===== src/mir_pkg.sv =====
package mir_pkg;

  // Byte addresses of the indication bank, multi-byte values little-endian
  localparam logic [15:0] ADDR_CAL_CONTROL    = 16'h0202;
  localparam logic [15:0] ADDR_CYCLE_EXPONENT = 16'h0203;
  localparam logic [15:0] ADDR_RAW_CURRENT0   = 16'h0205;
  localparam logic [15:0] ADDR_RAW_CURRENT1   = 16'h0207;
  localparam logic [15:0] ADDR_CURRENT0       = 16'h0209;
  localparam logic [15:0] ADDR_CURRENT1       = 16'h020b;
  localparam logic [15:0] ADDR_SEL_CURRENT    = 16'h020d;
  localparam logic [15:0] ADDR_RAW_VOLTAGE    = 16'h020f;
  localparam logic [15:0] ADDR_VOLTAGE        = 16'h0211;
  localparam logic [15:0] ADDR_LINE_HZ        = 16'h0213;
  localparam logic [15:0] ADDR_TICK_TOTAL     = 16'h0215;
  localparam logic [15:0] ADDR_REAL_WATTS     = 16'h0219;
  localparam logic [15:0] ADDR_VOLT_AMPERE    = 16'h021d;
  localparam logic [15:0] ADDR_PF             = 16'h0221;
  localparam logic [15:0] ADDR_VAR            = 16'h0223;
  localparam logic [15:0] ADDR_TAMPER         = 16'h0227;
  localparam logic [15:0] ADDR_BATTERY        = 16'h0228;

  // Field widths in bytes
  localparam logic [2:0] BYTES_U8  = 3'h1;
  localparam logic [2:0] BYTES_U16 = 3'h2;
  localparam logic [2:0] BYTES_U32 = 3'h4;

  // Calibration control byte layout
  localparam int CTRL_FORCE_BIT = 4;
  localparam int CTRL_PICK_BIT  = 3;
  localparam int CTRL_BASE_BIT  = 1;
  localparam int CTRL_TRIM_BIT  = 0;

  // Tamper byte layout
  localparam int TMP_BATTERY_BIT = 7;
  localparam int TMP_LOG_BIT     = 6;
  localparam int TMP_HZ_BIT      = 5;
  localparam int TMP_SWITCH_BIT  = 4;
  localparam int TMP_MAGNET_BIT  = 3;
  localparam int TMP_CUR1_BIT    = 2;
  localparam int TMP_CUR0_BIT    = 1;
  localparam int TMP_SIGN_BIT    = 0;

  // Reset values
  localparam logic [15:0] EXPONENT_RESET = 16'h0004;
  localparam logic [7:0]  TAMPER_RESET   = 8'h00;

  // Synchroniser idle levels: bit 0 serial line high, bit 1 enclosure switch closed
  localparam logic [1:0] SYNC_IDLE = 2'h1;

  // Largest exponent the line cycle counter can honour
  localparam logic [3:0] EXPONENT_MAX = 4'hf;

  // Line frequency window in 0.01 Hz counts: 45.00 and 65.00 Hz
  localparam logic [15:0] LINE_HZ_MIN = 16'h1194;
  localparam logic [15:0] LINE_HZ_MAX = 16'h1964;

  // Fixed tick total of a measurement cycle, value is a plain default
  localparam logic [31:0] CYCLE_TICK_TOTAL = 32'h0001_0000;

  // Gains carry this many fraction bits, 16'h8000 is unity
  localparam int GAIN_FRAC = 15;

  // Serial link timing
  localparam int CLK_HZ    = 100_000_000;
  localparam int BAUD_RATE = 115_200;
  localparam logic [9:0] BIT_CYCLES  = 10'(CLK_HZ / BAUD_RATE);
  localparam logic [9:0] HALF_CYCLES = 10'(CLK_HZ / BAUD_RATE / 2);

  // Serial commands
  localparam logic [7:0] CMD_READ  = 8'h52;
  localparam logic [7:0] CMD_WRITE = 8'h57;

  // Readings delivered by the metering engine
  typedef struct packed {
    logic [15:0] raw_current0;
    logic [15:0] raw_current1;
    logic [15:0] raw_voltage;
    logic [15:0] line_hz;
    logic [31:0] real_watts;
    logic [31:0] volt_ampere;
    logic [15:0] pf;
    logic [31:0] vars;
    logic [11:0] battery;
  } mir_meas_t;

  // Gains applied to the raw levels
  typedef struct packed {
    logic [15:0] current0;
    logic [15:0] current1;
    logic [15:0] voltage;
  } mir_gain_t;

  // Live tamper sources from same-clock logic
  typedef struct packed {
    logic battery_low;
    logic log_full;
    logic magnetic_field;
    logic sign0_neg;
    logic sign1_neg;
  } mir_tamper_src_t;

  typedef enum logic [1:0] {RX_IDLE, RX_START, RX_DATA, RX_STOP} mir_rx_state_t;
  typedef enum logic [2:0] {P_CMD, P_ADDR_HI, P_ADDR_LO, P_DATA, P_SEND} mir_proto_state_t;

endpackage


===== src/mir_register_bank.sv =====
`timescale 1ns/10ps
module mir_register_bank (
  // Clock and reset
  input  wire logic                  clock_i,
  input  wire logic                  arst_n_i,
  // Serial link to the calibration device
  input  wire logic                  uart_rx_i,
  output logic                       uart_tx_o,
  // Metering engine
  input  wire logic                  line_cycle_i,
  input  mir_pkg::mir_meas_t         meas_i,
  input  mir_pkg::mir_gain_t         gain_i,
  input  mir_pkg::mir_tamper_src_t   tamper_src_i,
  input  wire logic                  switch_open_i,
  input  wire logic                  baseline_done_i,
  // Control outputs
  output logic                       priority_channel_o,
  output logic                       auto_trim_en_o,
  output logic                       baseline_req_o,
  output logic                       refresh_o,
  output logic [7:0]                 tamper_flags_o
);
  import mir_pkg::*;

  // Reads one byte of a little-endian field, bit 8 flags a hit
  // The size check keeps a field from answering for its neighbour's bytes
  function automatic logic [8:0] rd_field(input logic [15:0] a, input logic [15:0] base,
                                          input logic [2:0] nb, input logic [31:0] v);
    logic [15:0] off;
    logic [31:0] sh;
    off = a - base;
    sh = v >> {off[1:0], 3'h0};
    rd_field = (a >= base && off < {13'h0000, nb}) ? {1'b1, sh[7:0]} : 9'h000;
  endfunction

  // Applies a gain with saturation so a large gain cannot wrap a reading
  // The product is exact in 32 bits, so only its top bit can mark an overflow
  function automatic logic [15:0] gain_apply(input logic [15:0] raw, input logic [15:0] g);
    logic [31:0] p;
    p = {16'h0000, raw} * {16'h0000, g};
    gain_apply = p[31] ? 16'hffff : p[GAIN_FRAC+15:GAIN_FRAC];
  endfunction

  // Pin synchronisers: three stages, a change counts when stages two and three agree
  logic [1:0] pin_raw;
  logic [1:0] pin_f;
  assign pin_raw = {switch_open_i, uart_rx_i};
  genvar gi;
  generate
    for (gi = 0; gi < 2; gi++) begin : g_sync
      logic s1_q, s2_q, s3_q, f_q;
      always_ff @(posedge clock_i or negedge arst_n_i) begin
        if (!arst_n_i) begin
          // Each lane resets to its pin's idle level, so no false change follows reset
          s1_q <= SYNC_IDLE[gi];
          s2_q <= SYNC_IDLE[gi];
          s3_q <= SYNC_IDLE[gi];
          f_q  <= SYNC_IDLE[gi];
        end else begin
          s1_q <= pin_raw[gi];
          s2_q <= s1_q;
          s3_q <= s2_q;
          if (s2_q == s3_q) begin
            f_q <= s3_q;
          end
        end
      end
      assign pin_f[gi] = f_q;
    end
  endgenerate

  // Lane 0 is the serial line, idle high; lane 1 is the enclosure switch, idle closed
  // The switch flag trails the pin by five clocks, far below any tamper that matters
  logic rx_line;
  logic switch_open;
  assign rx_line     = pin_f[0];
  assign switch_open = pin_f[1];

  // Serial receiver, samples mid-bit
  // Leaving at mid stop bit keeps the next start edge in view with no gap
  mir_rx_state_t rx_state_q;
  logic [9:0]    rx_cnt_q;
  logic [2:0]    rx_bit_q;
  logic [7:0]    rx_sh_q;
  logic          rx_valid_q;
  always_ff @(posedge clock_i or negedge arst_n_i) begin
    if (!arst_n_i) begin
      rx_state_q <= RX_IDLE;
      rx_cnt_q   <= 10'h000;
      rx_bit_q   <= 3'h0;
      rx_sh_q    <= 8'h00;
      rx_valid_q <= 1'b0;
    end else begin
      rx_valid_q <= 1'b0;
      if (rx_cnt_q != 10'h000) begin
        rx_cnt_q <= rx_cnt_q - 10'h001;
      end else begin
        unique case (rx_state_q)
          RX_IDLE: begin
            if (!rx_line) begin
              rx_state_q <= RX_START;
              rx_cnt_q   <= HALF_CYCLES;
            end
          end
          RX_START: begin
            // A start bit gone by mid-bit was a glitch
            rx_state_q <= rx_line ? RX_IDLE : RX_DATA;
            rx_cnt_q   <= BIT_CYCLES - 10'h001;
            rx_bit_q   <= 3'h0;
          end
          RX_DATA: begin
            rx_sh_q  <= {rx_line, rx_sh_q[7:1]};
            rx_bit_q <= rx_bit_q + 3'h1;
            rx_cnt_q <= BIT_CYCLES - 10'h001;
            if (rx_bit_q == 3'h7) begin
              rx_state_q <= RX_STOP;
            end
          end
          RX_STOP: begin
            rx_valid_q <= rx_line;  // Framing error drops the byte
            rx_state_q <= RX_IDLE;
          end
        endcase
      end
    end
  end

  // Command framing: command, address high, address low, then data or reply
  // Unknown command bytes are skipped, so line noise opens a frame only when it decodes as a read or write command byte
  mir_proto_state_t p_state_q;
  logic             is_write_q;
  logic [15:0]      addr_q;
  logic             tx_busy;
  logic             tx_load;
  logic             wr_en;
  assign tx_load = (p_state_q == P_SEND) && !tx_busy;
  assign wr_en   = (p_state_q == P_DATA) && rx_valid_q;
  always_ff @(posedge clock_i or negedge arst_n_i) begin
    if (!arst_n_i) begin
      p_state_q  <= P_CMD;
      is_write_q <= 1'b0;
      addr_q     <= 16'h0000;
    end else begin
      unique case (p_state_q)
        P_CMD: begin
          if (rx_valid_q && (rx_sh_q == CMD_READ || rx_sh_q == CMD_WRITE)) begin
            is_write_q <= (rx_sh_q == CMD_WRITE);
            p_state_q  <= P_ADDR_HI;
          end
        end
        P_ADDR_HI: begin
          if (rx_valid_q) begin
            addr_q[15:8] <= rx_sh_q;
            p_state_q    <= P_ADDR_LO;
          end
        end
        P_ADDR_LO: begin
          if (rx_valid_q) begin
            addr_q[7:0] <= rx_sh_q;
            p_state_q   <= is_write_q ? P_DATA : P_SEND;
          end
        end
        P_DATA: begin
          if (rx_valid_q) begin
            p_state_q <= P_CMD;
          end
        end
        P_SEND: begin
          // While a second reply waits for the transmitter, further bytes are lost;
          // a host lets a reply finish before it sends a second read
          if (tx_load) begin
            p_state_q <= P_CMD;
          end
        end
      endcase
    end
  end

  // Write decode; only control and exponent bytes are writable
  // Any other address, read-only indications included, drops the data byte
  logic wr_ctrl, wr_exp_lo, wr_exp_hi;
  assign wr_ctrl   = wr_en && addr_q == ADDR_CAL_CONTROL;
  assign wr_exp_lo = wr_en && addr_q == ADDR_CYCLE_EXPONENT;
  assign wr_exp_hi = wr_en && addr_q == ADDR_CYCLE_EXPONENT + 16'h0001;

  // Calibration control bits, all zero at reset
  // Bit 2 and bits 7-5 have no storage, so they can never read back set
  logic        force_q, pick_q, base_q, trim_q;
  logic [15:0] exp_q;
  always_ff @(posedge clock_i or negedge arst_n_i) begin
    if (!arst_n_i) begin
      force_q <= 1'b0;
      pick_q  <= 1'b0;
      base_q  <= 1'b0;
      trim_q  <= 1'b0;
      exp_q   <= EXPONENT_RESET;
    end else begin
      if (wr_ctrl) begin
        force_q <= rx_sh_q[CTRL_FORCE_BIT];
        pick_q  <= rx_sh_q[CTRL_PICK_BIT];
        trim_q  <= rx_sh_q[CTRL_TRIM_BIT];
      end
      // A write in the cycle of completion wins over the clear
      base_q <= wr_ctrl ? rx_sh_q[CTRL_BASE_BIT] : (base_q & ~baseline_done_i);
      if (wr_exp_lo) begin
        exp_q[7:0] <= rx_sh_q;
      end
      if (wr_exp_hi) begin
        exp_q[15:8] <= rx_sh_q;
      end
    end
  end

  // Computation cycle end; exponents above the counter width saturate
  // A new exponent does not restart the count; a count already past the
  // new end closes the cycle on the next line pulse
  logic [3:0]  n_eff;
  logic [15:0] line_last;
  logic [15:0] line_cnt_q;
  logic        cycle_end;
  assign n_eff     = (exp_q > {12'h000, EXPONENT_MAX}) ? EXPONENT_MAX : exp_q[3:0];
  assign line_last = 16'((17'h00001 << n_eff) - 17'h00001);
  assign cycle_end = line_cycle_i && line_cnt_q >= line_last;
  always_ff @(posedge clock_i or negedge arst_n_i) begin
    if (!arst_n_i) begin
      line_cnt_q <= 16'h0000;
    end else if (line_cycle_i) begin
      line_cnt_q <= cycle_end ? 16'h0000 : line_cnt_q + 16'h0001;
    end
  end

  // Indication snapshot, refreshed once per computation cycle
  // Gains act only at refresh, so a gain change shows at the next cycle end
  mir_meas_t   ind_q;
  logic [15:0] cur0_q, cur1_q, volt_q;
  always_ff @(posedge clock_i or negedge arst_n_i) begin
    if (!arst_n_i) begin
      ind_q     <= '0;
      cur0_q    <= 16'h0000;
      cur1_q    <= 16'h0000;
      volt_q    <= 16'h0000;
      refresh_o <= 1'b0;
    end else begin
      refresh_o <= cycle_end;
      if (cycle_end) begin
        ind_q  <= meas_i;
        cur0_q <= gain_apply(meas_i.raw_current0, gain_i.current0);
        cur1_q <= gain_apply(meas_i.raw_current1, gain_i.current1);
        volt_q <= gain_apply(meas_i.raw_voltage, gain_i.voltage);
      end
    end
  end

  // Channel comparison shared by the priority pick and the low-current flags
  logic cur0_lower;
  logic cur1_lower;
  assign cur0_lower = cur0_q < cur1_q;
  assign cur1_lower = cur1_q < cur0_q;

  // Priority channel: forced pick, else the larger calibrated current
  logic prio_d;
  logic sel_chan;
  assign prio_d   = force_q ? pick_q : cur0_lower;
  assign sel_chan = priority_channel_o;

  // Live tamper conditions
  // The frequency flag uses the snapshot, so it reads set until the first refresh
  logic       hz_bad;
  logic [7:0] tamper_d;
  assign hz_bad = ind_q.line_hz < LINE_HZ_MIN || ind_q.line_hz > LINE_HZ_MAX;
  always_comb begin
    tamper_d                  = 8'h00;
    tamper_d[TMP_BATTERY_BIT] = tamper_src_i.battery_low;
    tamper_d[TMP_LOG_BIT]     = tamper_src_i.log_full;
    tamper_d[TMP_HZ_BIT]      = hz_bad;
    tamper_d[TMP_SWITCH_BIT]  = switch_open;
    tamper_d[TMP_MAGNET_BIT]  = tamper_src_i.magnetic_field;
    tamper_d[TMP_CUR1_BIT]    = cur1_lower;
    tamper_d[TMP_CUR0_BIT]    = cur0_lower;
    tamper_d[TMP_SIGN_BIT]    = tamper_src_i.sign0_neg ^ tamper_src_i.sign1_neg;
  end

  // Registered control outputs; flags follow their sources with no latching
  // The priority output also steers the selected level, one clock behind the levels
  always_ff @(posedge clock_i or negedge arst_n_i) begin
    if (!arst_n_i) begin
      priority_channel_o <= 1'b0;
      auto_trim_en_o     <= 1'b0;
      baseline_req_o     <= 1'b0;
      tamper_flags_o     <= TAMPER_RESET;
    end else begin
      priority_channel_o <= prio_d;
      auto_trim_en_o     <= trim_q;
      baseline_req_o     <= base_q;
      tamper_flags_o     <= tamper_d;
    end
  end

  // Read image; unused control bits stay zero, unmapped bytes read zero
  // Multi-byte reads are not atomic: a refresh between bytes can mix two cycles
  logic [7:0]  ctrl_rd;
  logic [15:0] sel_level;
  logic [8:0]  rd_all;
  assign ctrl_rd   = {3'h0, force_q, pick_q, 1'b0, base_q, trim_q};
  assign sel_level = sel_chan ? cur1_q : cur0_q;
  assign rd_all =
    rd_field(addr_q, ADDR_CAL_CONTROL, BYTES_U8, {24'h000000, ctrl_rd}) |
    rd_field(addr_q, ADDR_CYCLE_EXPONENT, BYTES_U16, {16'h0000, exp_q}) |
    rd_field(addr_q, ADDR_RAW_CURRENT0, BYTES_U16, {16'h0000, ind_q.raw_current0}) |
    rd_field(addr_q, ADDR_RAW_CURRENT1, BYTES_U16, {16'h0000, ind_q.raw_current1}) |
    rd_field(addr_q, ADDR_CURRENT0, BYTES_U16, {16'h0000, cur0_q}) |
    rd_field(addr_q, ADDR_CURRENT1, BYTES_U16, {16'h0000, cur1_q}) |
    rd_field(addr_q, ADDR_SEL_CURRENT, BYTES_U16, {16'h0000, sel_level}) |
    rd_field(addr_q, ADDR_RAW_VOLTAGE, BYTES_U16, {16'h0000, ind_q.raw_voltage}) |
    rd_field(addr_q, ADDR_VOLTAGE, BYTES_U16, {16'h0000, volt_q}) |
    rd_field(addr_q, ADDR_LINE_HZ, BYTES_U16, {16'h0000, ind_q.line_hz}) |
    rd_field(addr_q, ADDR_TICK_TOTAL, BYTES_U32, CYCLE_TICK_TOTAL) |
    rd_field(addr_q, ADDR_REAL_WATTS, BYTES_U32, ind_q.real_watts) |
    rd_field(addr_q, ADDR_VOLT_AMPERE, BYTES_U32, ind_q.volt_ampere) |
    rd_field(addr_q, ADDR_PF, BYTES_U16, {16'h0000, ind_q.pf}) |
    rd_field(addr_q, ADDR_VAR, BYTES_U32, ind_q.vars) |
    rd_field(addr_q, ADDR_TAMPER, BYTES_U8, {24'h000000, tamper_flags_o}) |
    rd_field(addr_q, ADDR_BATTERY, BYTES_U16, {20'h00000, ind_q.battery});

  // Serial transmitter: start bit on load, eight data bits, one stop bit
  // The stop bit counts as busy, so a waiting reply never shortens it
  logic [8:0] tx_sh_q;
  logic [3:0] tx_left_q;
  logic [9:0] tx_cnt_q;
  assign tx_busy = (tx_left_q != 4'h0) || (tx_cnt_q != 10'h000);
  always_ff @(posedge clock_i or negedge arst_n_i) begin
    if (!arst_n_i) begin
      tx_sh_q   <= 9'h1ff;
      tx_left_q <= 4'h0;
      tx_cnt_q  <= 10'h000;
      uart_tx_o <= 1'b1;
    end else if (tx_load) begin
      tx_sh_q   <= {1'b1, rd_all[7:0]};
      tx_left_q <= 4'h9;
      tx_cnt_q  <= BIT_CYCLES - 10'h001;
      uart_tx_o <= 1'b0;
    end else if (tx_cnt_q != 10'h000) begin
      tx_cnt_q <= tx_cnt_q - 10'h001;
    end else if (tx_left_q != 4'h0) begin
      uart_tx_o <= tx_sh_q[0];
      tx_sh_q   <= {1'b1, tx_sh_q[8:1]};
      tx_left_q <= tx_left_q - 4'h1;
      tx_cnt_q  <= BIT_CYCLES - 10'h001;
    end
  end

endmodule


===== config.mk =====
export PLATFORM = sky130hd
export DESIGN_NAME = mir_register_bank
export DESIGN_NICKNAME = d
export VERILOG_FILES = /design/src/mir_pkg.sv /design/src/mir_register_bank.sv
export SDC_FILE = /design/constraint.sdc
export NUM_CORES = 2
export LEC_CHECK = 0
export BUFFER_PORTS_ARGS = -buffer_cell sky130_fd_sc_hd__buf_2
export CORE_UTILIZATION = 60
export DETAILED_ROUTE_END_ITERATION = 10
export GPL_TIMING_DRIVEN = 0
export HOLD_SLACK_MARGIN = 0.02
export PLACE_DENSITY = 0.88
export SLEW_MARGIN = 15
export SYNTH_ARGS = -nofsm -noshare
export SYNTH_HDL_FRONTEND = slang
export SYNTH_SLANG_ARGS = --single-unit

===== constraint.sdc =====
create_clock -name clock_i -period 6.9 [get_ports clock_i]
set_input_delay 1.035 -clock clock_i [delete_from_list [all_inputs] [get_ports clock_i]]
set_output_delay 1.035 -clock clock_i [all_outputs]
set_load 0.1 [all_outputs]

==> metrics list <==
- The HPWL after detailed placement is 138000 um.
- Top-level I/O count: 260
- Of all nets on the critical path, the largest fanout is 12.
- The worst-case IR drop observed on VDD is 974 uV.
- In this run the standard cell core region covers 75900 um^2.
* Maximum number of pins on one net before global-route repair: 110
- Crit path cell chain: buf_2, clkbuf_1, buf_2, inv_1, clkbuf_1, ha_1, clkbuf_2, buf_1, mux4_2, a2111o_1, nor4_1, a31oi_1
* Wirelength per Cell: 26.1 um
- Of the total power, the share spent switching nets is 51.4%.
- Summed over all layers, the global routing overflow is 0.
- In the final design database the tool counted 6769 nets.
- The number of nets in the synthesized netlist is 6495.
* Clock-pin slew reported for the worst setup and hold paths after clock tree synthesis: 70 ps
- Share of post-route cells with drive strength above 1: 11.5%
- Final setup violating endpoints: 0
- Wire length of the first global-routing pass: 261000 um
- Counting every instance in the synthesized netlist gives 5305.
* Max-slew violation count: 0
* Syn Std Cell Area: 46100 um^2
- Total of max-cap violations: 0
- Number of port buffers: 247
- After detailed placement, the total cell area comes to 48900 um^2.
- The finished cells cover 50900 um^2.
- Post-route ant nets: 0
- At the later pin of the worst-skew pair, clock insertion delay measures 580 ps.
- Measured on the finished design, the core utilization comes to 67.0%.
* Sequential fraction of the synthesis area: 19.5%
- Num CTS Buffers: 39
- Level count of the clock H-tree: 2
* Hold violation total from the final report: 0
- Cell internal power was estimated by the tool at 10.8 mW.
* CP Launch Type: flip-flop
- Site Rows: 101
- Via count of the first global-routing pass: 42600
- After detailed routing, the total wire length is 173000 um.
- Number of search-and-repair iterations in the first detailed-routing pass: 6
- Setup slack closes at 54.8 ps.
- The flow ran to the end, and the final reports show no timing, DRC or antenna violations.
- For this run, asynchronously set or reset flops after synthesis account for 100%.
* Hold Crit Class: flip-flop to flip-flop
* Maximum achievable frequency: 0.146 GHz
- Crit path DAT: 7300 ps
- Per report_power, the sequential group accounts for 15.2% of the total.
- Seq cells post-synth: 359
- Counting I/O delays and the setup requirement, the final critical path takes 6850 ps.
- Data on the critical path is required at its endpoint by 7360 ps.
- Final Total Pwr: 22.2 mW
- Die area: 77900 um^2
- Fraction of the cycle the final worst path needs: 99.2%
- Transition time at the pin with the least slew margin: 1300 ps
- CTS saw 359 sinks.
- Hold repair after CTS inserted 0 buffers.
- Using the TritonRoute via totals, the vias-per-cell ratio works out to 6.31.
* Clock share of power: 9.8%
* Clock Tree Buf Depth: 3
* Starting density of the core: 60.7%
- Measured against its own limit, the worst slew margin works out to 12.9%.
* Initial antenna violation count: 9
- The first routing iteration left 4517 violations.
- WS Path Type: flip-flop to flip-flop
* P_sw: 11.4 mW
* Synth-to-layout area growth: 10.4%
* Leak Pwr: 25.8 nW
* Crit-path slowest cell: buf_1
- STA classifies the critical path endpoint as a flip-flop.
* WHS: 354 ps
- Most used flip-flop cell after synthesis: dfrtp_1
- Global routing used 45.1% of the available tracks.
- Slowest stage delay, CP: 970 ps
- Placed cell count: 6586
* DR DRC count: 0
- Routability Congestion: 1.08
- Die height: 279 um
* Worst setup slack before clock tree synthesis: -1470 ps
- The routed layout has 42000 vias.
* Setup clock skew after layout: 31.2 ps
* EDFF count, synth: 0
- The netlist uses 110 different library cells.
- Yosys printed 0 warnings.
* Synthesized area per cell: 8.68 um^2
- The die is 279 um wide.
- Sum of negative setup slack: 0 ps
- Clk Tree Root Cell: clkbuf_16
- Combinational fraction of design power: 75.0%
- Dividing total power by cell area gives a power density of 436 nW/um^2.
- TritonCTS built the clock tree.
- The setup check on the worst reg-to-reg path leaves a slack of 50 ps.
- Setup repair after global routing missed its margin: true
- Number of standard cells in the final layout excluding fillers: 6649
==> worst paths after layout <==
path	start	to	depth (start not counted)
worst max-delay path	addr_q[0]$_DFFE_PN0P_	tx_sh_q[6]$_DFFE_PN1P_	12
worst min-delay path	g_sync[1].s1_q$_DFF_PN0_	g_sync[1].s2_q$_DFF_PN0_	0
worst max register to register	addr_q[0]$_DFFE_PN0P_	tx_sh_q[6]$_DFFE_PN1P_	12
worst min register to register	g_sync[1].s1_q$_DFF_PN0_	g_sync[1].s2_q$_DFF_PN0_	0
max in group asynchronous	arst_n_i	rx_bit_q[1]$_DFFE_PN0P_	3
min in group asynchronous	arst_n_i	ind_q[89]$_DFFE_PN0P_	1
==> cell usage after synthesis (all sizes together), types with 22 or more instances <==
cell type     n  area (um^2)
nand2      1233         4630
inv         766         2880
fa          579        11600
ha          364         4550
dfrtp       345         8630
and2        280         1750
clkbuf      217          815
a21oi       153          769
o21ai       151          756
nor2        125          472
xnor2        74          648
nand3        62          310
buf          60          320
nor3         60          317
xor2         57          507
mux2         56          631
mux2i        56          561
nand4        40          272
a21o         35          263
nor4         34          274
a211oi       32          245
nand2b       31          194
and3         29          181
mux4         27          608
nor2b        24          150
o21a         23          173
a31oi        22          138
==> power by group through the flow <==
| stage | Clock (mW) | Combinational (mW) | Sequential (mW) |
|---|---|---|---|
| floorplan | 0 | 10.9 | 3.21 |
| CTS | 2.17 | 15.6 | 3.33 |
| global placement | 0 | 14.6 | 3.32 |
| detailed placement | 0 | 15.2 | 3.35 |
| global route | 2.26 | 18.3 | 3.42 |
| finish | 2.18 | 16.6 | 3.37 |
==> logic make-up after synthesis <==
| group | synth area share, % |
|---|---|
| simple gates | 20.5 |
| flops | 19.5 |
| fa+ha+maj | 35.1 |
| compound gates | 9.71 |
| xor+xnor | 2.51 |
| other cells | 0.00814 |
| buf+inv | 8.74 |
| mux | 3.91 |
==> state kept, by name (all words and copies together), names as in the netlist, 8 cells and up, named ones only <==
| signal | cells |
|---|---|
| cur0_q | 16 |
| rx_cnt_q | 10 |
| tx_sh_q | 8 |
| addr_q | 16 |
| exp_q | 16 |
| volt_q | 16 |
| cur1_q | 16 |
| ind_q | 188 |
| rx_sh_q | 8 |
| line_cnt_q | 16 |
| tx_cnt_q | 10 |
| tamper_flags_o | 8 |
==> placed cells by master, fill, tap and decap left out, drive strengths merged, types with 62 or more instances in the layout <==
cell type / n
a21oi: 153
nand2: 1233
ha: 364
nand3: 62
and2: 280
xnor2: 74
fa: 579
dfrtp: 345
clkbuf: 217
o21ai: 151
nor2: 125
buf: 350
inv: 767
==> timing repair <==
action / in CTS / in global routing
gates resized for setup: 118 / 217
setup buffers: 2 / 14
setup endpoints to repair: 128 / 242
hold endpoints to repair: 0 / 0
gates cloned: 1 / 0
pin swaps: 6 / 26
==> worst max-delay path, delay by kind of cell, from the launching register on <==
family                     cells  cell delay, ps
AOI/OAI and AO/OA              2             600
adders and majority gates      1             780
buffers and inverters          7            3730
DFF                            1             480
muxes                          1             520
and+or+nand+nor                1             590
==> per-layer routing <==
metal | up-vias | part of all wire (%) | track usage (%)
li1 | 17600 | - | -
met1 | 21000 | 38 | 58.6
met2 | 2627 | 45 | 69.7
met3 | 711 | 11 | 10.4
met4 | 2 | 6.8 | 25.7
met5 | - | 0.0063 | 0
==> final cells by class <==
class / count / area (um^2)
antenna: 9 / 22.5
clock buffer: 57 / 1120
buffer: 242 / 1460
inverter: 770 / 2890
sequential: 359 / 9000
fill: 5905 / 25100
multi-input combinational: 3899 / 33300
timing repair buffer: 268 / 1560
tap: 1030 / 1290
clock inverter: 15 / 180
Note: power is estimated with default switching activity, not from simulation.
